===== config.mk =====
export PLATFORM = sky130hd
export DESIGN_NAME = tmr_timer16
export DESIGN_NICKNAME = d
export VERILOG_FILES = /design/src/hdl/tmr_pkg.sv /design/src/hdl/tmr_timer16.sv /design/src/hdl/tmr_pin_filter.sv
export SDC_FILE = /design/constraint.sdc
export NUM_CORES = 1
export LEC_CHECK = 0
export BUFFER_PORTS_ARGS = -buffer_cell sky130_fd_sc_hd__buf_2
export CORE_ASPECT_RATIO = 0.75
export CORE_UTILIZATION = 65
export DETAILED_ROUTE_END_ITERATION = 10
export PLACE_DENSITY = 0.91
export SETUP_SLACK_MARGIN = 0.5
export SYNTH_ARGS = -nofsm -noshare
export SYNTH_HDL_FRONTEND = slang
export SYNTH_SLANG_ARGS = --single-unit

===== constraint.sdc =====
create_clock -name core_clk -period 3.6 [get_ports core_clk]
set_input_delay 0.72 -clock core_clk [delete_from_list [all_inputs] [get_ports core_clk]]
set_output_delay 0.72 -clock core_clk [all_outputs]
set_load 0.01 [all_outputs]

===== src/hdl/tmr_pkg.sv =====
// Package of constants and carrier types for the 16-bit timer/counter.
package tmr_pkg;

  // ---------------------------------------------------------------------------
  // Register locations on the 8-bit I/O port
  // ---------------------------------------------------------------------------
  localparam logic [2:0] TMR_ADDR_CONTROL_B = 3'h0;
  localparam logic [2:0] TMR_ADDR_COUNT_LOW = 3'h1;
  localparam logic [2:0] TMR_ADDR_COUNT_HIGH = 3'h2;
  localparam logic [2:0] TMR_ADDR_CAPTURE_LOW = 3'h3;
  localparam logic [2:0] TMR_ADDR_CAPTURE_HIGH = 3'h4;
  localparam logic [2:0] TMR_ADDR_IRQ_MASK = 3'h5;
  localparam logic [2:0] TMR_ADDR_FLAGS = 3'h6;

  // ---------------------------------------------------------------------------
  // Field positions
  // ---------------------------------------------------------------------------
  localparam int TMR_BIT_FILTER_EN = 7;
  localparam int TMR_BIT_EDGE_SEL = 6;
  localparam int TMR_BIT_MODE = 4;
  localparam int TMR_BIT_CAPTURE = 5;
  localparam int TMR_BIT_OVERFLOW = 0;

  // Writable bits; every other bit ignores writes and reads as zero.
  localparam logic [7:0] TMR_CONTROL_WMASK = 8'hD7;
  localparam logic [7:0] TMR_MASK_WMASK = 8'h21;

  // ---------------------------------------------------------------------------
  // Reset values and counter limits
  // ---------------------------------------------------------------------------
  localparam logic [7:0] TMR_CONTROL_RESET = 8'h00;
  localparam logic [7:0] TMR_MASK_RESET = 8'h00;
  localparam logic [15:0] TMR_COUNT_RESET = 16'h0000;
  localparam logic [15:0] TMR_COUNT_MAX = 16'hFFFF;
  localparam logic [15:0] TMR_COUNT_BOTTOM = 16'h0000;

  // Number of equal samples the capture noise filter demands.
  localparam int TMR_FILTER_SAMPLES = 4;

  // ---------------------------------------------------------------------------
  // Clock select codes
  // ---------------------------------------------------------------------------
  typedef enum logic [2:0] {
    TMR_CS_STOPPED  = 3'b000,
    TMR_CS_IO_CLK   = 3'b001,
    TMR_CS_EXT_FALL = 3'b110,
    TMR_CS_EXT_RISE = 3'b111
  } tmr_clock_select_t;

  // ---------------------------------------------------------------------------
  // Carrier types
  // ---------------------------------------------------------------------------
  typedef struct packed {
    logic       rd;
    logic       wr;
    logic [2:0] addr;
    logic [7:0] wdata;
  } tmr_io_req_t;

  typedef struct packed {
    logic capture_ack;
    logic overflow_ack;
  } tmr_irq_ack_t;

  typedef struct packed {
    logic       capture_filter_enable;
    logic       capture_edge_select;
    logic       waveform_mode_bit;
    logic [2:0] clock_select;
  } tmr_control_t;

endpackage : tmr_pkg


===== src/hdl/tmr_timer16.sv =====
// 16-bit timer/counter with free-running and clear-on-match modes and input capture.
//
// Notes on behaviour
// [RL1] Mode zero only counts up and wraps from 0xFFFF to 0x0000.
// [RL2] Free-running overflow flag sets on the tick the counter reaches zero.
// [RL3] Software may write a new count at any time in free-running mode.
// [RL4] Mode twelve clears the count to zero when it equals the capture register.
// [RL5] Mode twelve sets the capture flag each time the count reaches the top.
// [RL6] Top is not double buffered; a top below the count waits for wraparound.
// [RL7] Mode twelve sets the overflow flag on the step from 0xFFFF to zero; a match clear at a top of 0xFFFF does not set it.
// [RL8] Filter bit seven demands four equal capture samples before a change.
// [RL9] Edge bit six: zero captures falling edges, one captures rising edges.
// [RL10] A qualifying edge copies the count into capture and sets the capture flag.
// [RL11] The capture input is disconnected while capture serves as the top.
// [RL12] Mode bit four picks free-running or clear-on-match; overflow at maximum.
// [RL13] Clock select: 000 stop, 001 core clock, 110/111 external falling/rising.
// [RL14] External pin transitions advance the count whatever the pin direction.
// [RL15] Sixteen-bit values pass through one shared high-byte holding register.
// [RL16] A count write blocks the compare match on the next timer tick.
// [RL17] Capture enable bit five with global enable raises the capture interrupt.
// [RL18] Unused control and mask bits ignore writes and read as zero.
// [RL19] Overflow enable bit zero with global enable raises the overflow interrupt.
// [RL20] Each flag clears on interrupt service or on a written one.
// [RL21] Count low read latches the high byte; low write loads high from holding.
// [RL22] A count write wins over clear or count in the same cycle.
// [RL23] Reserved clock select codes stop the counter.
// [RL24] All control, mask, flag, count and capture state resets to zero.
`timescale 1ns/1ps
module tmr_timer16
  import tmr_pkg::*;
(
  input  wire logic         core_clk,
  input  wire logic         arst_n,
  input  wire tmr_io_req_t  io_req,
  output logic [7:0]        io_rdata,
  input  wire logic         global_irq_enable,
  input  wire tmr_irq_ack_t irq_ack,
  output logic              capture_irq,
  output logic              overflow_irq,
  input  wire logic         capture_input_pin,
  input  wire logic         external_count_pin
);

  // ---------------------------------------------------------------------------
  // State
  // ---------------------------------------------------------------------------
  typedef struct packed {
    tmr_control_t ctrl;
    logic         capture_irq_enable;
    logic         overflow_irq_enable;
    logic         capture_flag;
    logic         overflow_flag;
    logic [15:0]  count_value;
    logic [15:0]  capture_value;
    logic [7:0]   temp_high;
    logic         match_block;
    logic         cap_prev;
    logic         ext_prev;
    logic [7:0]   rdata;
    logic         capture_irq;
    logic         overflow_irq;
  } tmr_state_t;

  tmr_state_t q;
  tmr_state_t next_q;

  logic cap_level;
  logic ext_level;
  logic ctc_mode;
  logic tick;
  logic count_write;
  logic cap_write;
  logic match_hit;
  logic cap_edge;
  logic ext_edge;
  logic [7:0] read_mux;

  // ---------------------------------------------------------------------------
  // Pin conditioning
  // ---------------------------------------------------------------------------
  // [RL8] capture filter
  tmr_pin_filter u_capture_filter (
    .core_clk  (core_clk),
    .arst_n    (arst_n),
    .pin_in    (capture_input_pin),
    .filter_en (q.ctrl.capture_filter_enable),
    .level     (cap_level)
  );

  // The count pin is always read, so a pin driven as an output still clocks the counter.
  tmr_pin_filter u_count_sampler (
    .core_clk  (core_clk),
    .arst_n    (arst_n),
    .pin_in    (external_count_pin),
    .filter_en (1'b0),
    .level     (ext_level)
  );

  // ---------------------------------------------------------------------------
  // Timer tick and decode
  // ---------------------------------------------------------------------------
  assign ctc_mode    = q.ctrl.waveform_mode_bit;
  assign count_write = io_req.wr && (io_req.addr == TMR_ADDR_COUNT_LOW);
  assign cap_write   = io_req.wr && (io_req.addr == TMR_ADDR_CAPTURE_LOW);

  // [RL14] pin edges
  assign ext_edge = (q.ctrl.clock_select == TMR_CS_EXT_RISE) ? (ext_level && !q.ext_prev)
                                                             : (!ext_level && q.ext_prev);

  // [RL13] clock select
  always_comb begin
    case (q.ctrl.clock_select)
      TMR_CS_IO_CLK:   tick = 1'b1;
      TMR_CS_EXT_FALL: tick = ext_edge;
      TMR_CS_EXT_RISE: tick = ext_edge;
      // [RL23] reserved codes stop
      default:         tick = 1'b0;
    endcase
  end

  // [RL6] live top compare
  // The top is compared directly, so lowering it below the count misses the match.
  assign match_hit = ctc_mode && tick && !q.match_block && (q.count_value == q.capture_value);

  // [RL9] edge select
  assign cap_edge = q.ctrl.capture_edge_select ? (cap_level && !q.cap_prev)
                                               : (!cap_level && q.cap_prev);

  // ---------------------------------------------------------------------------
  // Read multiplexer
  // ---------------------------------------------------------------------------
  always_comb begin
    case (io_req.addr)
      // [RL18] reserved bits zero
      TMR_ADDR_CONTROL_B: begin
        read_mux = 8'h00;
        read_mux[TMR_BIT_FILTER_EN] = q.ctrl.capture_filter_enable;
        read_mux[TMR_BIT_EDGE_SEL] = q.ctrl.capture_edge_select;
        read_mux[TMR_BIT_MODE] = q.ctrl.waveform_mode_bit;
        read_mux[2:0] = q.ctrl.clock_select;
      end
      TMR_ADDR_COUNT_LOW:    read_mux = q.count_value[7:0];
      TMR_ADDR_COUNT_HIGH:   read_mux = q.temp_high;
      TMR_ADDR_CAPTURE_LOW:  read_mux = q.capture_value[7:0];
      TMR_ADDR_CAPTURE_HIGH: read_mux = q.temp_high;
      TMR_ADDR_IRQ_MASK: begin
        read_mux = 8'h00;
        read_mux[TMR_BIT_CAPTURE] = q.capture_irq_enable;
        read_mux[TMR_BIT_OVERFLOW] = q.overflow_irq_enable;
      end
      TMR_ADDR_FLAGS: begin
        read_mux = 8'h00;
        read_mux[TMR_BIT_CAPTURE] = q.capture_flag;
        read_mux[TMR_BIT_OVERFLOW] = q.overflow_flag;
      end
      default:               read_mux = 8'h00;
    endcase
  end

  // ---------------------------------------------------------------------------
  // Next state
  // ---------------------------------------------------------------------------
  always_comb begin
    next_q = q;
    next_q.cap_prev = cap_level;
    next_q.ext_prev = ext_level;
    next_q.rdata = io_req.rd ? read_mux : q.rdata;

    // [RL15] shared holding byte
    if (io_req.wr && (io_req.addr == TMR_ADDR_COUNT_HIGH ||
                      io_req.addr == TMR_ADDR_CAPTURE_HIGH)) begin
      next_q.temp_high = io_req.wdata;
    end
    // [RL21] low read latches high
    if (io_req.rd && io_req.addr == TMR_ADDR_COUNT_LOW) begin
      next_q.temp_high = q.count_value[15:8];
    end
    if (io_req.rd && io_req.addr == TMR_ADDR_CAPTURE_LOW) begin
      next_q.temp_high = q.capture_value[15:8];
    end

    // [RL18] masked control writes
    if (io_req.wr && io_req.addr == TMR_ADDR_CONTROL_B) begin
      next_q.ctrl.capture_filter_enable = io_req.wdata[TMR_BIT_FILTER_EN];
      next_q.ctrl.capture_edge_select = io_req.wdata[TMR_BIT_EDGE_SEL];
      // [RL12] mode bit
      next_q.ctrl.waveform_mode_bit = io_req.wdata[TMR_BIT_MODE];
      next_q.ctrl.clock_select = io_req.wdata[2:0];
    end
    if (io_req.wr && io_req.addr == TMR_ADDR_IRQ_MASK) begin
      next_q.capture_irq_enable = io_req.wdata[TMR_BIT_CAPTURE];
      next_q.overflow_irq_enable = io_req.wdata[TMR_BIT_OVERFLOW];
    end

    // [RL20] clear by ack or one
    if (irq_ack.capture_ack ||
        (io_req.wr && io_req.addr == TMR_ADDR_FLAGS && io_req.wdata[TMR_BIT_CAPTURE])) begin
      next_q.capture_flag = 1'b0;
    end
    if (irq_ack.overflow_ack ||
        (io_req.wr && io_req.addr == TMR_ADDR_FLAGS && io_req.wdata[TMR_BIT_OVERFLOW])) begin
      next_q.overflow_flag = 1'b0;
    end

    // [RL16] block next match
    if (count_write) begin
      next_q.match_block = 1'b1;
    end else if (tick) begin
      next_q.match_block = 1'b0;
    end

    // [RL22] write wins
    if (count_write) begin
      // [RL3] write anytime
      next_q.count_value = {q.temp_high, io_req.wdata};
    end else if (match_hit) begin
      // [RL4] clear on match
      next_q.count_value = TMR_COUNT_BOTTOM;
    end else if (tick) begin
      // [RL1] up count wraps
      next_q.count_value = q.count_value + 16'h0001;
    end

    // Flag sets come after the clears so an event in the clearing cycle survives.
    // [RL2] overflow on wrap
    // [RL7] overflow both modes
    if (!count_write && !match_hit && tick && q.count_value == TMR_COUNT_MAX) begin
      next_q.overflow_flag = 1'b1;
    end
    // [RL5] flag at top
    if (!count_write && match_hit) begin
      next_q.capture_flag = 1'b1;
    end

    // Capture writes only take effect while the register acts as the top.
    if (cap_write && ctc_mode) begin
      next_q.capture_value = {q.temp_high, io_req.wdata};
    end else if (!ctc_mode && cap_edge) begin
      // [RL11] capture disconnected
      // [RL10] time-stamp event
      next_q.capture_value = q.count_value;
      next_q.capture_flag = 1'b1;
    end

    // [RL17] capture interrupt
    next_q.capture_irq = next_q.capture_flag && next_q.capture_irq_enable && global_irq_enable;
    // [RL19] overflow interrupt
    next_q.overflow_irq = next_q.overflow_flag && next_q.overflow_irq_enable &&
                          global_irq_enable;
  end

  // ---------------------------------------------------------------------------
  // State register
  // ---------------------------------------------------------------------------
  // [RL24] zero reset
  always_ff @(posedge core_clk or negedge arst_n) begin
    if (!arst_n) begin
      q <= '0;
    end else begin
      q <= next_q;
    end
  end

  assign io_rdata     = q.rdata;
  assign capture_irq  = q.capture_irq;
  assign overflow_irq = q.overflow_irq;
endmodule : tmr_timer16


===== src/hdl/tmr_pin_filter.sv =====
// Pin sampler with optional four-sample noise filter.
`timescale 1ns/1ps
module tmr_pin_filter
  import tmr_pkg::*;
(
  input  wire logic core_clk,
  input  wire logic arst_n,
  input  wire logic pin_in,
  input  wire logic filter_en,
  output logic      level
);

  typedef struct packed {
    logic [TMR_FILTER_SAMPLES-1:0] hist;
    logic                          level;
  } tmr_filt_state_t;

  tmr_filt_state_t q;
  tmr_filt_state_t next_q;

  always_comb begin
    next_q = q;
    next_q.hist = {q.hist[TMR_FILTER_SAMPLES-2:0], pin_in};
    if (!filter_en) begin
      next_q.level = pin_in;
    end else if (&q.hist) begin
      next_q.level = 1'b1;
    end else if (~|q.hist) begin
      next_q.level = 1'b0;
    end
  end

  always_ff @(posedge core_clk or negedge arst_n) begin
    if (!arst_n) begin
      q <= '0;
    end else begin
      q <= next_q;
    end
  end

  assign level = q.level;

endmodule : tmr_pin_filter


==> results of run 1 <==
-- flip-flops by register name, indices dropped and copies added, names as in the netlist --
name                     flops
q                           52
u_capture_filter.q           1
capture_irq                  1
ctc_mode                     1
io_rdata                     8
u_capture_filter.next_q      3
u_capture_filter.level       1
u_count_sampler.level        1
overflow_irq                 1
-- cells in the final DEF, fill, tap and decap left out, types with 5 or more instances in the layout --
| cell | netlist | routed |
|---|---|---|
| nor2_1 | 27 | 27 |
| mux2i_1 | 14 | 14 |
| dfrtp_1 | 69 | 69 |
| clkbuf_8 | 0 | 9 |
| a21oi_1 | 27 | 27 |
| nand3b_1 | 5 | 5 |
| buf_2 | 3 | 29 |
| o22ai_1 | 7 | 7 |
| nor2b_1 | 6 | 6 |
| nand2_1 | 64 | 64 |
| a31oi_1 | 13 | 13 |
| nand3_1 | 13 | 13 |
| inv_1 | 12 | 12 |
| buf_4 | 9 | 7 |
| a22oi_1 | 19 | 19 |
| a221o_1 | 5 | 5 |
| mux2_2 | 10 | 10 |
| o21ai_0 | 28 | 28 |
| xnor2_1 | 11 | 11 |
| and3_1 | 7 | 7 |
-- final cells by class --
cell class	instances	area (µm²)	area share [%]
Clock buffer	9	123.9	2.946
Clock inverter	7	73.82	1.756
Inverter	12	45.04	1.071
Multi-Input combinational cell	307	1939	46.13
Sequential cell	69	1727	41.07
Tap cell	78	97.59	2.321
Timing Repair Buffer	36	197.7	4.702
-- cell usage after synthesis, drive strengths merged (2+ instances only) --
| cell type | n |
|---|---|
| dfrtp | 69 |
| nand2 | 65 |
| o21ai | 29 |
| a21oi | 28 |
| nor2 | 27 |
| clkbuf | 21 |
| a22oi | 19 |
| buf | 15 |
| mux2i | 14 |
| a31oi | 13 |
| nand3 | 13 |
| xnor2 | 13 |
| inv | 12 |
| mux2 | 10 |
| and3 | 7 |
| o22ai | 7 |
| nor2b | 6 |
| nor3 | 6 |
| a221o | 5 |
| nand3b | 5 |
| nand4 | 5 |
| and3b | 4 |
| and4 | 3 |
| xor2 | 3 |
| a211oi | 2 |
| a21o | 2 |
| nor3b | 2 |
| nor4 | 2 |
-- power breakdown --
group / internal, mW / leakage (nW) / switching (mW) / total [mW]
Combinational: 0.418 / 0.965 / 0.479 / 0.897
Clock: 0.322 / 0.0996 / 0.309 / 0.631
Sequential: 1.01 / 0.825 / 0.365 / 1.37
Total: 1.75 / 1.89 / 1.15 / 2.90
-- worst paths after layout --
kind / from / end / slack [ps] / cells past startpoint
min in group asynchronous: arst_n / capture_irq$_DFF_PN0_ / 550 / 2
max reg2reg: q[40]$_DFFE_PN0P_ / q[52]$_DFFE_PN0P_ / 1170 / 6
max in group asynchronous: arst_n / q[30]$_DFFE_PN0P_ / 2480 / 2
max: q[40]$_DFFE_PN0P_ / q[52]$_DFFE_PN0P_ / 1170 / 6
min reg2reg: u_capture_filter.next_q[3]$_DFF_PN0_ / u_capture_filter.next_q[4]$_DFF_PN0_ / 380 / 0
min: u_capture_filter.next_q[3]$_DFF_PN0_ / u_capture_filter.next_q[4]$_DFF_PN0_ / 380 / 0
-- cell families after synthesis --
kind of cell    after synthesis
simple gates                150
buf+inv                      48
mux                          25
flops                        69
fa+ha+maj                     1
xor+xnor                     16
compound gates              115
-- worst max-delay path, stage by stage (launching register included) --
cell	delay, ps
dfrtp_1	540
xnor2_1	270
nand4_1	190
nor4_4	490
nand2_2	270
a31o_1	270
a221o_1	280
-- metal layers --
layer  share of wire, %  global-route usage (%)
met3                 13                   9.492
met1                 40                   49.15
met2                 43                   49.46
met5                  0                       0
met4                3.1                   13.05
==> impl_metrics.yaml, run 1 <==
status:
  outcome: "complete, but fails checks"
  violated_checks: "design-rule violations"
power:
  pnr_total_power_mw: 2.901
  power.static_leakage_nw: 1.890
  pwr_density_cell_nw_per_um2: 690.0
  power.ir.vdd_worst_mv: 0.4504
timing:
  setup_tns_ps: 0
  hold_viol: 0
  final.setup_skew_ps: 11.07
  slew_viol_final: 0
  timing.final.setup_violations: 0
  max-slew-margin-rel_pct: 42.55
  grt_setup_unrepaired: "false"
  finalHoldWorstSlack_ps: 384.8
  min_period_over_period_pct: 67.52
  maxClockFrequency_ghz: 0.4114
  post-route-worst-setup-slack_ps: 1169
  post-route-min-period_ps: 2431
  tightestPinTransition_ps: 857.0
drt:
  detail_route.first_pass.iterations: 9
  drt_first_iter_violations: 523
  ant_nets: 0
  detail_route.wirelength_mm: 10.16
  drc_errors: 1
  via_per_instance_ratio: 6.649
  route.vias.total: 3444
  detail_route.wl_per_cell_um: 19.61
logic_synthesis:
  ys_top_cells_by_area: "dfrtp_1 (44%), nand2_1 (6.2%), a22oi_1 (3.7%)"
  post_synth_edffs: 0
  synth_sequential_area_ratio_pct: 44.29
  synth_ff_type: "dfrtp_1"
  postSynthAreaPerCell_um2: 9.195
  yosys-mux-area-fraction_pct: 7.060
  post_synthesis_xor_xnor_area_fraction_pct: 4.268
  synthesis.nets: 445
  synth_top_family_by_area: "simple AND/OR/NAND/NOR gates"
  mappedNetlistArea_um2: 3899
  synth_top_area_share_pct: 44.29
  ys_seq_elements: 69
  synth_compound_gate_area_share_pct: 18.65
  post_synth_num_cell_types: 58
  synth_largest_area_cell: "dfrtp_1"
  yosys_warnings: 0
  synth_simple_gate_area_share_pct: 19.45
  netlist_instances: 424
  synthAdderAreaFrac_pct: 0.3209
  async_reset_ff_share_pct: 100.0
placed_design:
  place_ws_ps: 909.2
  dp_cells: 502
  detailed_place.area_um2: 4006
  place.gp.congestion: 0.9308
  hpwl_mm: 7.040
  number_of_buffers_inserted_by_port_buffering: 29
grt:
  grtUsageTotal_pct: 34.19
  grt_pass1_wl_mm: 16.23
  vias_in_the_first_global_route: 3108
  number_of_antenna_violations_at_the_first_check_in_global_routing: 0
  globalRoute.totalOverflow: 0
  pin_count_of_the_biggest_net_entering_global_routing: 70
min_path:
  timing.hold.worst.class: "register to register"
floorplanning:
  die_y_um: 69.07
  horizontal_die_dimension_um: 91.43
  placementRows: 24
  io-pin-count: 30
  design.core.area_um2: 5796
  initial_utilization_pct: 67.27
  floorplan.die_area_um2: 6315
final_layout:
  fillerInstances: 433
  final_stage_net_count: 456
  area_of_all_placed_cells_without_fillers_um2: 4204
  antenna_cells_inserted: 0
  layoutNonFillerInstCount: 518
  post_route_cells_drive_above_1_share_pct: 16.82
  areaGrowthSynthToFinish_pct: 7.831
  layout.core_utilization_pct: 72.54
setup_path:
  crit_path_category: "register to register"
  data_required_time_of_the_critical_path_ps: 3840
  worstPathMaxFanout: 11
  critPathCaptureType: "register"
  kind_of_start_point_of_the_critical_path: "register"
  critical_path_arrival_ps: 2670
clocking:
  cts_resized: 0
  post_cts_buffers: 0
  cts-hold-fix-buffers: 0
  clk_pin_slew_ps: 70
  clock_sink_count: 69
  cts.root.buffer_cell: "clkbuf_8"
  tritoncts_clock_tree: "built"
  clk-insertion-delay-late_ps: 360
  max-clock-path-buffers: 2
  cts_bufs_inserted: 9
  htree_num_levels: 3
flow_run:
  max_cap_viol_count: 0
Power figures use the tool's default switching activity.
==> inputs of run 2 (changes only) <==
--- a/config.mk
+++ b/config.mk
@@ -7,9 +7,9 @@
 export LEC_CHECK = 0
 export BUFFER_PORTS_ARGS = -buffer_cell sky130_fd_sc_hd__buf_2
 export CORE_ASPECT_RATIO = 0.75
-export CORE_UTILIZATION = 65
+export CORE_UTILIZATION = 60
 export DETAILED_ROUTE_END_ITERATION = 10
-export PLACE_DENSITY = 0.91
+export PLACE_DENSITY = 0.86
 export SETUP_SLACK_MARGIN = 0.5
 export SYNTH_ARGS = -nofsm -noshare
 export SYNTH_HDL_FRONTEND = slang
==> constraint.sdc (replaced) <==
create_clock -name core_clk -period 2.4 [get_ports core_clk]
set_input_delay 0.48 -clock core_clk [delete_from_list [all_inputs] [get_ports core_clk]]
set_output_delay 0.48 -clock core_clk [all_outputs]
set_load 0.01 [all_outputs]
==> impl_metrics.yaml, run 2 (synthesized netlist as in run 1, its figures left out) <==
clocking:
  cts.root.buffer_cell: "clkbuf_8"
  clk_pin_slew_ps: 90
  clock_sink_count: 69
  cts_bufs_inserted: 9
  max-clock-path-buffers: 2
  tritoncts_clock_tree: "built"
  htree_num_levels: 3
  clk-insertion-delay-late_ps: 360
grt:
  globalRoute.totalOverflow: 0
  pin_count_of_the_biggest_net_entering_global_routing: 25
  grtUsageTotal_pct: 37.07
  vias_in_the_first_global_route: 3352
  grt_pass1_wl_mm: 18.28
  number_of_antenna_violations_at_the_first_check_in_global_routing: 0
setup_path:
  data_required_time_of_the_critical_path_ps: 2640
  cell_type_of_the_slowest_stage_on_the_worst_timing_path: "dfrtp_2"
  critical_path.reg2reg.startpoint: "q[41]$_DFFE_PN0P_"
  critPathCaptureType: "register"
  cpPeakStageDelay_ps: 440
  worstPathMaxFanout: 7
  regToRegSetupSlack_ps: 400
  critical_path_arrival_ps: 2230
  cp_cell_instances: "xnor2_2 > nand4_2 > nor4_4 > buf_6 > a21o_4 > o21ai_1 > a221o_1"
  r2r_worst_path_depth: 7
  kind_of_start_point_of_the_critical_path: "register"
  timing.critical_path.max_delay_family: "compound AO/OA/AOI/OAI gates"
  timing.critical_path.buf_inv: 1
  worstReg2RegEnd: "q[51]$_DFFE_PN0P_"
  crit_path_category: "register to register"
timing:
  setup_tns_ps: 0
  final.setup_skew_ps: 16.57
  finalHoldWorstSlack_ps: 107.4
  slew_viol_final: 0
  timing.final.setup_violations: 0
  max-slew-margin-rel_pct: 59.09
  post-route-min-period_ps: 1995
  min_period_over_period_pct: 83.14
  tightestPinTransition_ps: 613.7
  post-route-worst-setup-slack_ps: 404.7
  maxClockFrequency_ghz: 0.5012
  hold_viol: 0
  grt_setup_unrepaired: "true"
status:
  outcome: "finished, final reports clean"
final_layout:
  largest_register: "q"
  fillerInstances: 416
  antenna_cells_inserted: 0
  largest_register_ffs: 52
  most-common-layout-cells: "nand2_1 (63), dfrtp_1 (60), buf_4 (33), buf_2 (30), nor2_1 (27)"
  layoutNonFillerInstCount: 555
  area_of_all_placed_cells_without_fillers_um2: 4727
  final_stage_net_count: 490
  areaGrowthSynthToFinish_pct: 21.25
  most_frequent_standard_cell_in_the_layout_excluding_fill_and_tap_cells: "nand2_1"
  layout.core_utilization_pct: 75.18
  post_route_cells_drive_above_1_share_pct: 28.90
placed_design:
  hpwl_mm: 8.000
  place_ws_ps: 205.2
  detailed_place.area_um2: 4138
  dp_cells: 521
  number_of_buffers_inserted_by_port_buffering: 29
  place.gp.congestion: 0.9930
drt:
  detail_route.wirelength_mm: 12.03
  route.vias.total: 3651
  detail_route.first_pass.iterations: 5
  drt_first_iter_violations: 395
  ant_nets: 0
  drc_errors: 0
  via_per_instance_ratio: 6.578
  detail_route.wl_per_cell_um: 21.68
floorplanning:
  floorplan.die_area_um2: 6828
  io-pin-count: 30
  placementRows: 25
  die_y_um: 71.81
  design.core.area_um2: 6287
  horizontal_die_dimension_um: 95.08
  initial_utilization_pct: 62.01
power:
  power.static_leakage_nw: 2.141
  pwr_density_cell_nw_per_um2: 1098
  pnr_total_power_mw: 5.190
  power.ir.vdd_worst_mv: 0.6095
min_path:
  timing.hold.worst.class: "input pin to async pin"
flow_run:
  max_cap_viol_count: 0
-- run 2: cell count changes in the layout (fill, tap and decap cells not counted), moves of 4 or more --
cell | previous run | this run
dfrtp_1 | 69 | 60
o21ai_0 | 28 | 19
o21ai_1 | 1 | 10
xnor2_2 | 1 | 7
xnor2_1 | 11 | 5
buf_6 | 0 | 7
buf_4 | 7 | 33
dfrtp_2 | 0 | 9
a21oi_1 | 27 | 23
-- run 2: worst reg2reg max path, delay by kind of cell (launching register included) --
kind / cells / cell delay [ps]
AO/OA/AOI/OAI: 3 / 580
AND/OR/NAND/NOR: 2 / 450
buffers and inverters: 1 / 180
XOR/XNOR: 1 / 240
flip-flops: 1 / 440
-- run 2: area by class of cell --
type | instances | area [µm²] | share of cell area (%)
Multi-Input combinational cell | 307 | 2095 | 44.31
Inverter | 12 | 45.04 | 0.9529
Sequential cell | 69 | 1738 | 36.77
Clock buffer | 10 | 137.6 | 2.912
Clock inverter | 6 | 133.9 | 2.832
Timing Repair Buffer | 70 | 476.7 | 10.08
Tap cell | 81 | 101.3 | 2.144
-- run 2: timing repair --
action	CTS	global route
resized for setup	25	26
gates cloned	0	1
setup buffers	9	8
pin swaps	8	10
hold buffers	0	0
endpoints found under the setup margin	19	23
-- run 2: layer usage --
metal | part of all wire [%] | track usage, % | vias up
li1 | - | - | 1599
met1 | 42 | 53.65 | 1757
met2 | 44 | 52.78 | 245
met3 | 10 | 9.236 | 50
met4 | 4.0 | 15.99 | 0
met5 | 0 | 0 | -
-- run 2: worst max path at each step --
stage,cells past startpoint,slack [ps],end,start
2_1_floorplan,8,430,q[52]$_DFFE_PN0P_,q[39]$_DFFE_PN0P_
3_3_place_gp,6,240,q[52]$_DFFE_PN0P_,q[37]$_DFFE_PN0P_
3_5_place_dp,6,210,q[51]$_DFFE_PN0P_,q[37]$_DFFE_PN0P_
4_1_cts,7,460,q[52]$_DFFE_PN0P_,q[41]$_DFFE_PN0P_
5_1_grt,7,260,q[52]$_DFFE_PN0P_,q[45]$_DFFE_PN0P_
6_report,7,400,q[51]$_DFFE_PN0P_,q[41]$_DFFE_PN0P_
-- run 2: power by group --
part / switching (mW) / total [mW] / internal [mW]
logic: 0.959 / 1.86 / 0.900
clock network: 0.474 / 1.30 / 0.824
registers: 0.508 / 2.03 / 1.53
total: 1.94 / 5.19 / 3.25
==> inputs of run 3 (changes only) <==
--- a/config.mk
+++ b/config.mk
@@ -7,9 +7,9 @@
 export LEC_CHECK = 0
 export BUFFER_PORTS_ARGS = -buffer_cell sky130_fd_sc_hd__buf_2
 export CORE_ASPECT_RATIO = 0.75
-export CORE_UTILIZATION = 60
+export CORE_UTILIZATION = 54
 export DETAILED_ROUTE_END_ITERATION = 10
-export PLACE_DENSITY = 0.86
+export PLACE_DENSITY = 0.82
 export SETUP_SLACK_MARGIN = 0.5
 export SYNTH_ARGS = -nofsm -noshare
 export SYNTH_HDL_FRONTEND = slang
==> constraint.sdc (replaced) <==
create_clock -name core_clk -period 1.7 [get_ports core_clk]
set_input_delay 0.34 -clock core_clk [delete_from_list [all_inputs] [get_ports core_clk]]
set_output_delay 0.34 -clock core_clk [all_outputs]
set_load 0.01 [all_outputs]
==> impl_metrics.yaml, run 3 (synthesized netlist as in run 1, its figures left out) <==
status:
  outcome: "complete, but fails checks"
  violated_checks: "negative setup slack"
clocking:
  cts_bufs_inserted: 9
  cts.root.buffer_cell: "clkbuf_8"
  tritoncts_clock_tree: "built"
  clock_sink_count: 69
  clk_pin_slew_ps: 90
  cts-hold-fix-buffers: 0
  clk-insertion-delay-late_ps: 350
  max-clock-path-buffers: 2
  htree_num_levels: 3
setup_path:
  r2r_worst_path_depth: 9
  critical_path.reg2reg.startpoint: "q[38]$_DFFE_PN0P_"
  critPathCaptureType: "register"
  kind_of_start_point_of_the_critical_path: "register"
  worstReg2RegEnd: "capture_irq$_DFF_PN0_"
  regToRegSetupSlack_ps: -420
  data_required_time_of_the_critical_path_ps: 1990
  worstPathMaxFanout: 4
  critical_path_arrival_ps: 2410
  crit_path_category: "register to register"
timing:
  slew_viol_final: 0
  maxClockFrequency_ghz: 0.4712
  finalHoldWorstSlack_ps: 14.18
  post-route-min-period_ps: 2122
  tightestPinTransition_ps: 479.0
  grt_setup_unrepaired: "true"
  final.setup_skew_ps: 14.77
  timing.final.setup_violations: 20
  min_period_over_period_pct: 124.8
  hold_viol: 0
  post-route-worst-setup-slack_ps: -422.1
  max-slew-margin-rel_pct: 67.82
final_layout:
  most-common-layout-cells: "buf_4 (92), dfrtp_1 (63), nand2_1 (38), buf_6 (34), buf_2 (27)"
  antenna_cells_inserted: 0
  areaGrowthSynthToFinish_pct: 51.03
  post_route_cells_drive_above_1_share_pct: 51.95
  largest_register_ffs: 52
  largest_register: "q"
  most_frequent_standard_cell_in_the_layout_excluding_fill_and_tap_cells: "buf_4"
  final_stage_net_count: 581
  layout.core_utilization_pct: 85.38
  area_of_all_placed_cells_without_fillers_um2: 5888
min_path:
  timing.hold.worst.class: "input pin to async pin"
floorplanning:
  floorplan.die_area_um2: 7567
  initial_utilization_pct: 56.53
  design.core.area_um2: 6897
  horizontal_die_dimension_um: 100.1
  die_y_um: 75.59
  placementRows: 26
  io-pin-count: 30
placed_design:
  hpwl_mm: 8.929
  number_of_buffers_inserted_by_port_buffering: 29
  place.gp.congestion: 0.9391
  place_ws_ps: -333.3
  detailed_place.area_um2: 4795
drt:
  route.vias.total: 4585
  ant_nets: 0
  detail_route.wirelength_mm: 17.00
  detail_route.wl_per_cell_um: 25.68
  drt_first_iter_violations: 686
  detail_route.first_pass.iterations: 8
  drc_errors: 0
  via_per_instance_ratio: 6.926
grt:
  grt_pass1_wl_mm: 21.34
  globalRoute.totalOverflow: 0
  vias_in_the_first_global_route: 3970
  number_of_antenna_violations_at_the_first_check_in_global_routing: 1
  pin_count_of_the_biggest_net_entering_global_routing: 70
  grtUsageTotal_pct: 38.78
power:
  power.ir.vdd_worst_mv: 0.9377
  pwr_density_cell_nw_per_um2: 1476
  power.static_leakage_nw: 2.699
flow_run:
  max_cap_viol_count: 0
-- run 3: cell types whose count changed in the layout (fill, tap and decap cells not counted), moves of 7 or more --
cell,delta
nand2_4,+9
a22oi_1,-15
nand2_2,+17
a21oi_1,-7
mux2_2,-8
o21ai_1,+9
a22oi_2,+15
mux2_4,+8
o21ai_2,+8
buf_4,+59
o21ai_0,-17
buf_6,+27
nand2_1,-25
-- run 3: metrics by stage --
| stage | power, mW | setup TNS [ps] | std cells |
|---|---|---|---|
| 4_1_cts | 7.652 | -1946 | 651 |
| 3_3_place_gp | 5.641 | -3801 | 606 |
| 2_1_floorplan | 4.354 | -1119 | 424 |
| 3_5_place_dp | 5.743 | -4625 | 606 |
| 6_report | 8.690 | -5930 | 662 |
| 5_1_grt | 8.864 | -6844 | 662 |
-- run 3: layout make-up --
cell class,count,area [µm²]
clock buffer,10,127.6
sequential,69,1734
multi-input combinational,307,2457
clock inverter,5,52.55
fill,327,1008
inverter,12,45.04
timing repair buffer,161,1349
tap,98,122.6
-- run 3: report_power, final --
| group | internal [mW] | switching, mW | total (mW) |
|---|---|---|---|
| clock | 0.664 | 0.678 | 1.34 |
| sequential | 2.14 | 0.657 | 2.80 |
| combinational | 2.25 | 2.30 | 4.55 |
| total | 5.05 | 3.64 | 8.69 |
-- run 3: layer usage --
metal | track usage, % | vias to the layer above | share of wire, %
li1 | - | 1788 | -
met1 | 51.15 | 2177 | 34
met2 | 63.37 | 436 | 44
met3 | 8.991 | 182 | 14
met4 | 15.30 | 2 | 8.3
met5 | 0.6410 | - | 0.11
-- run 3: worst max-delay path, stage by stage (launching register included) --
cell and delay (ps):
dfrtp_2 480, xnor2_2 260, nand4_2 200, nor4_4 260, buf_6 170, nand2_4 70
buf_4 160, buf_6 130, o21ai_2 160, and3_1 180
-- run 3: worst max-delay path by stage --
stage | from | to | slack [ps] | cells past startpoint
after global routing | q[38]$_DFFE_PN0P_ | capture_irq$_DFF_PN0_ | -440 | 9
after detailed placement | q[40]$_DFFE_PN0P_ | q[43]$_DFFE_PN0P_ | -330 | 6
after global placement | q[40]$_DFFE_PN0P_ | q[50]$_DFFE_PN0P_ | -300 | 6
after floorplan | q[39]$_DFFE_PN0P_ | q[52]$_DFFE_PN0P_ | -260 | 8
final | q[38]$_DFFE_PN0P_ | capture_irq$_DFF_PN0_ | -420 | 9
after CTS | q[36]$_DFFE_PN0P_ | q[52]$_DFFE_PN0P_ | -200 | 7
-- run 3: what timing repair did --
item,in CTS,in global routing
gates cloned,1,1
setup buffers,29,10
gates resized for setup,89,73
endpoints found under the setup margin,62,64
pin swaps,45,42
endpoints found under the hold margin,0,0
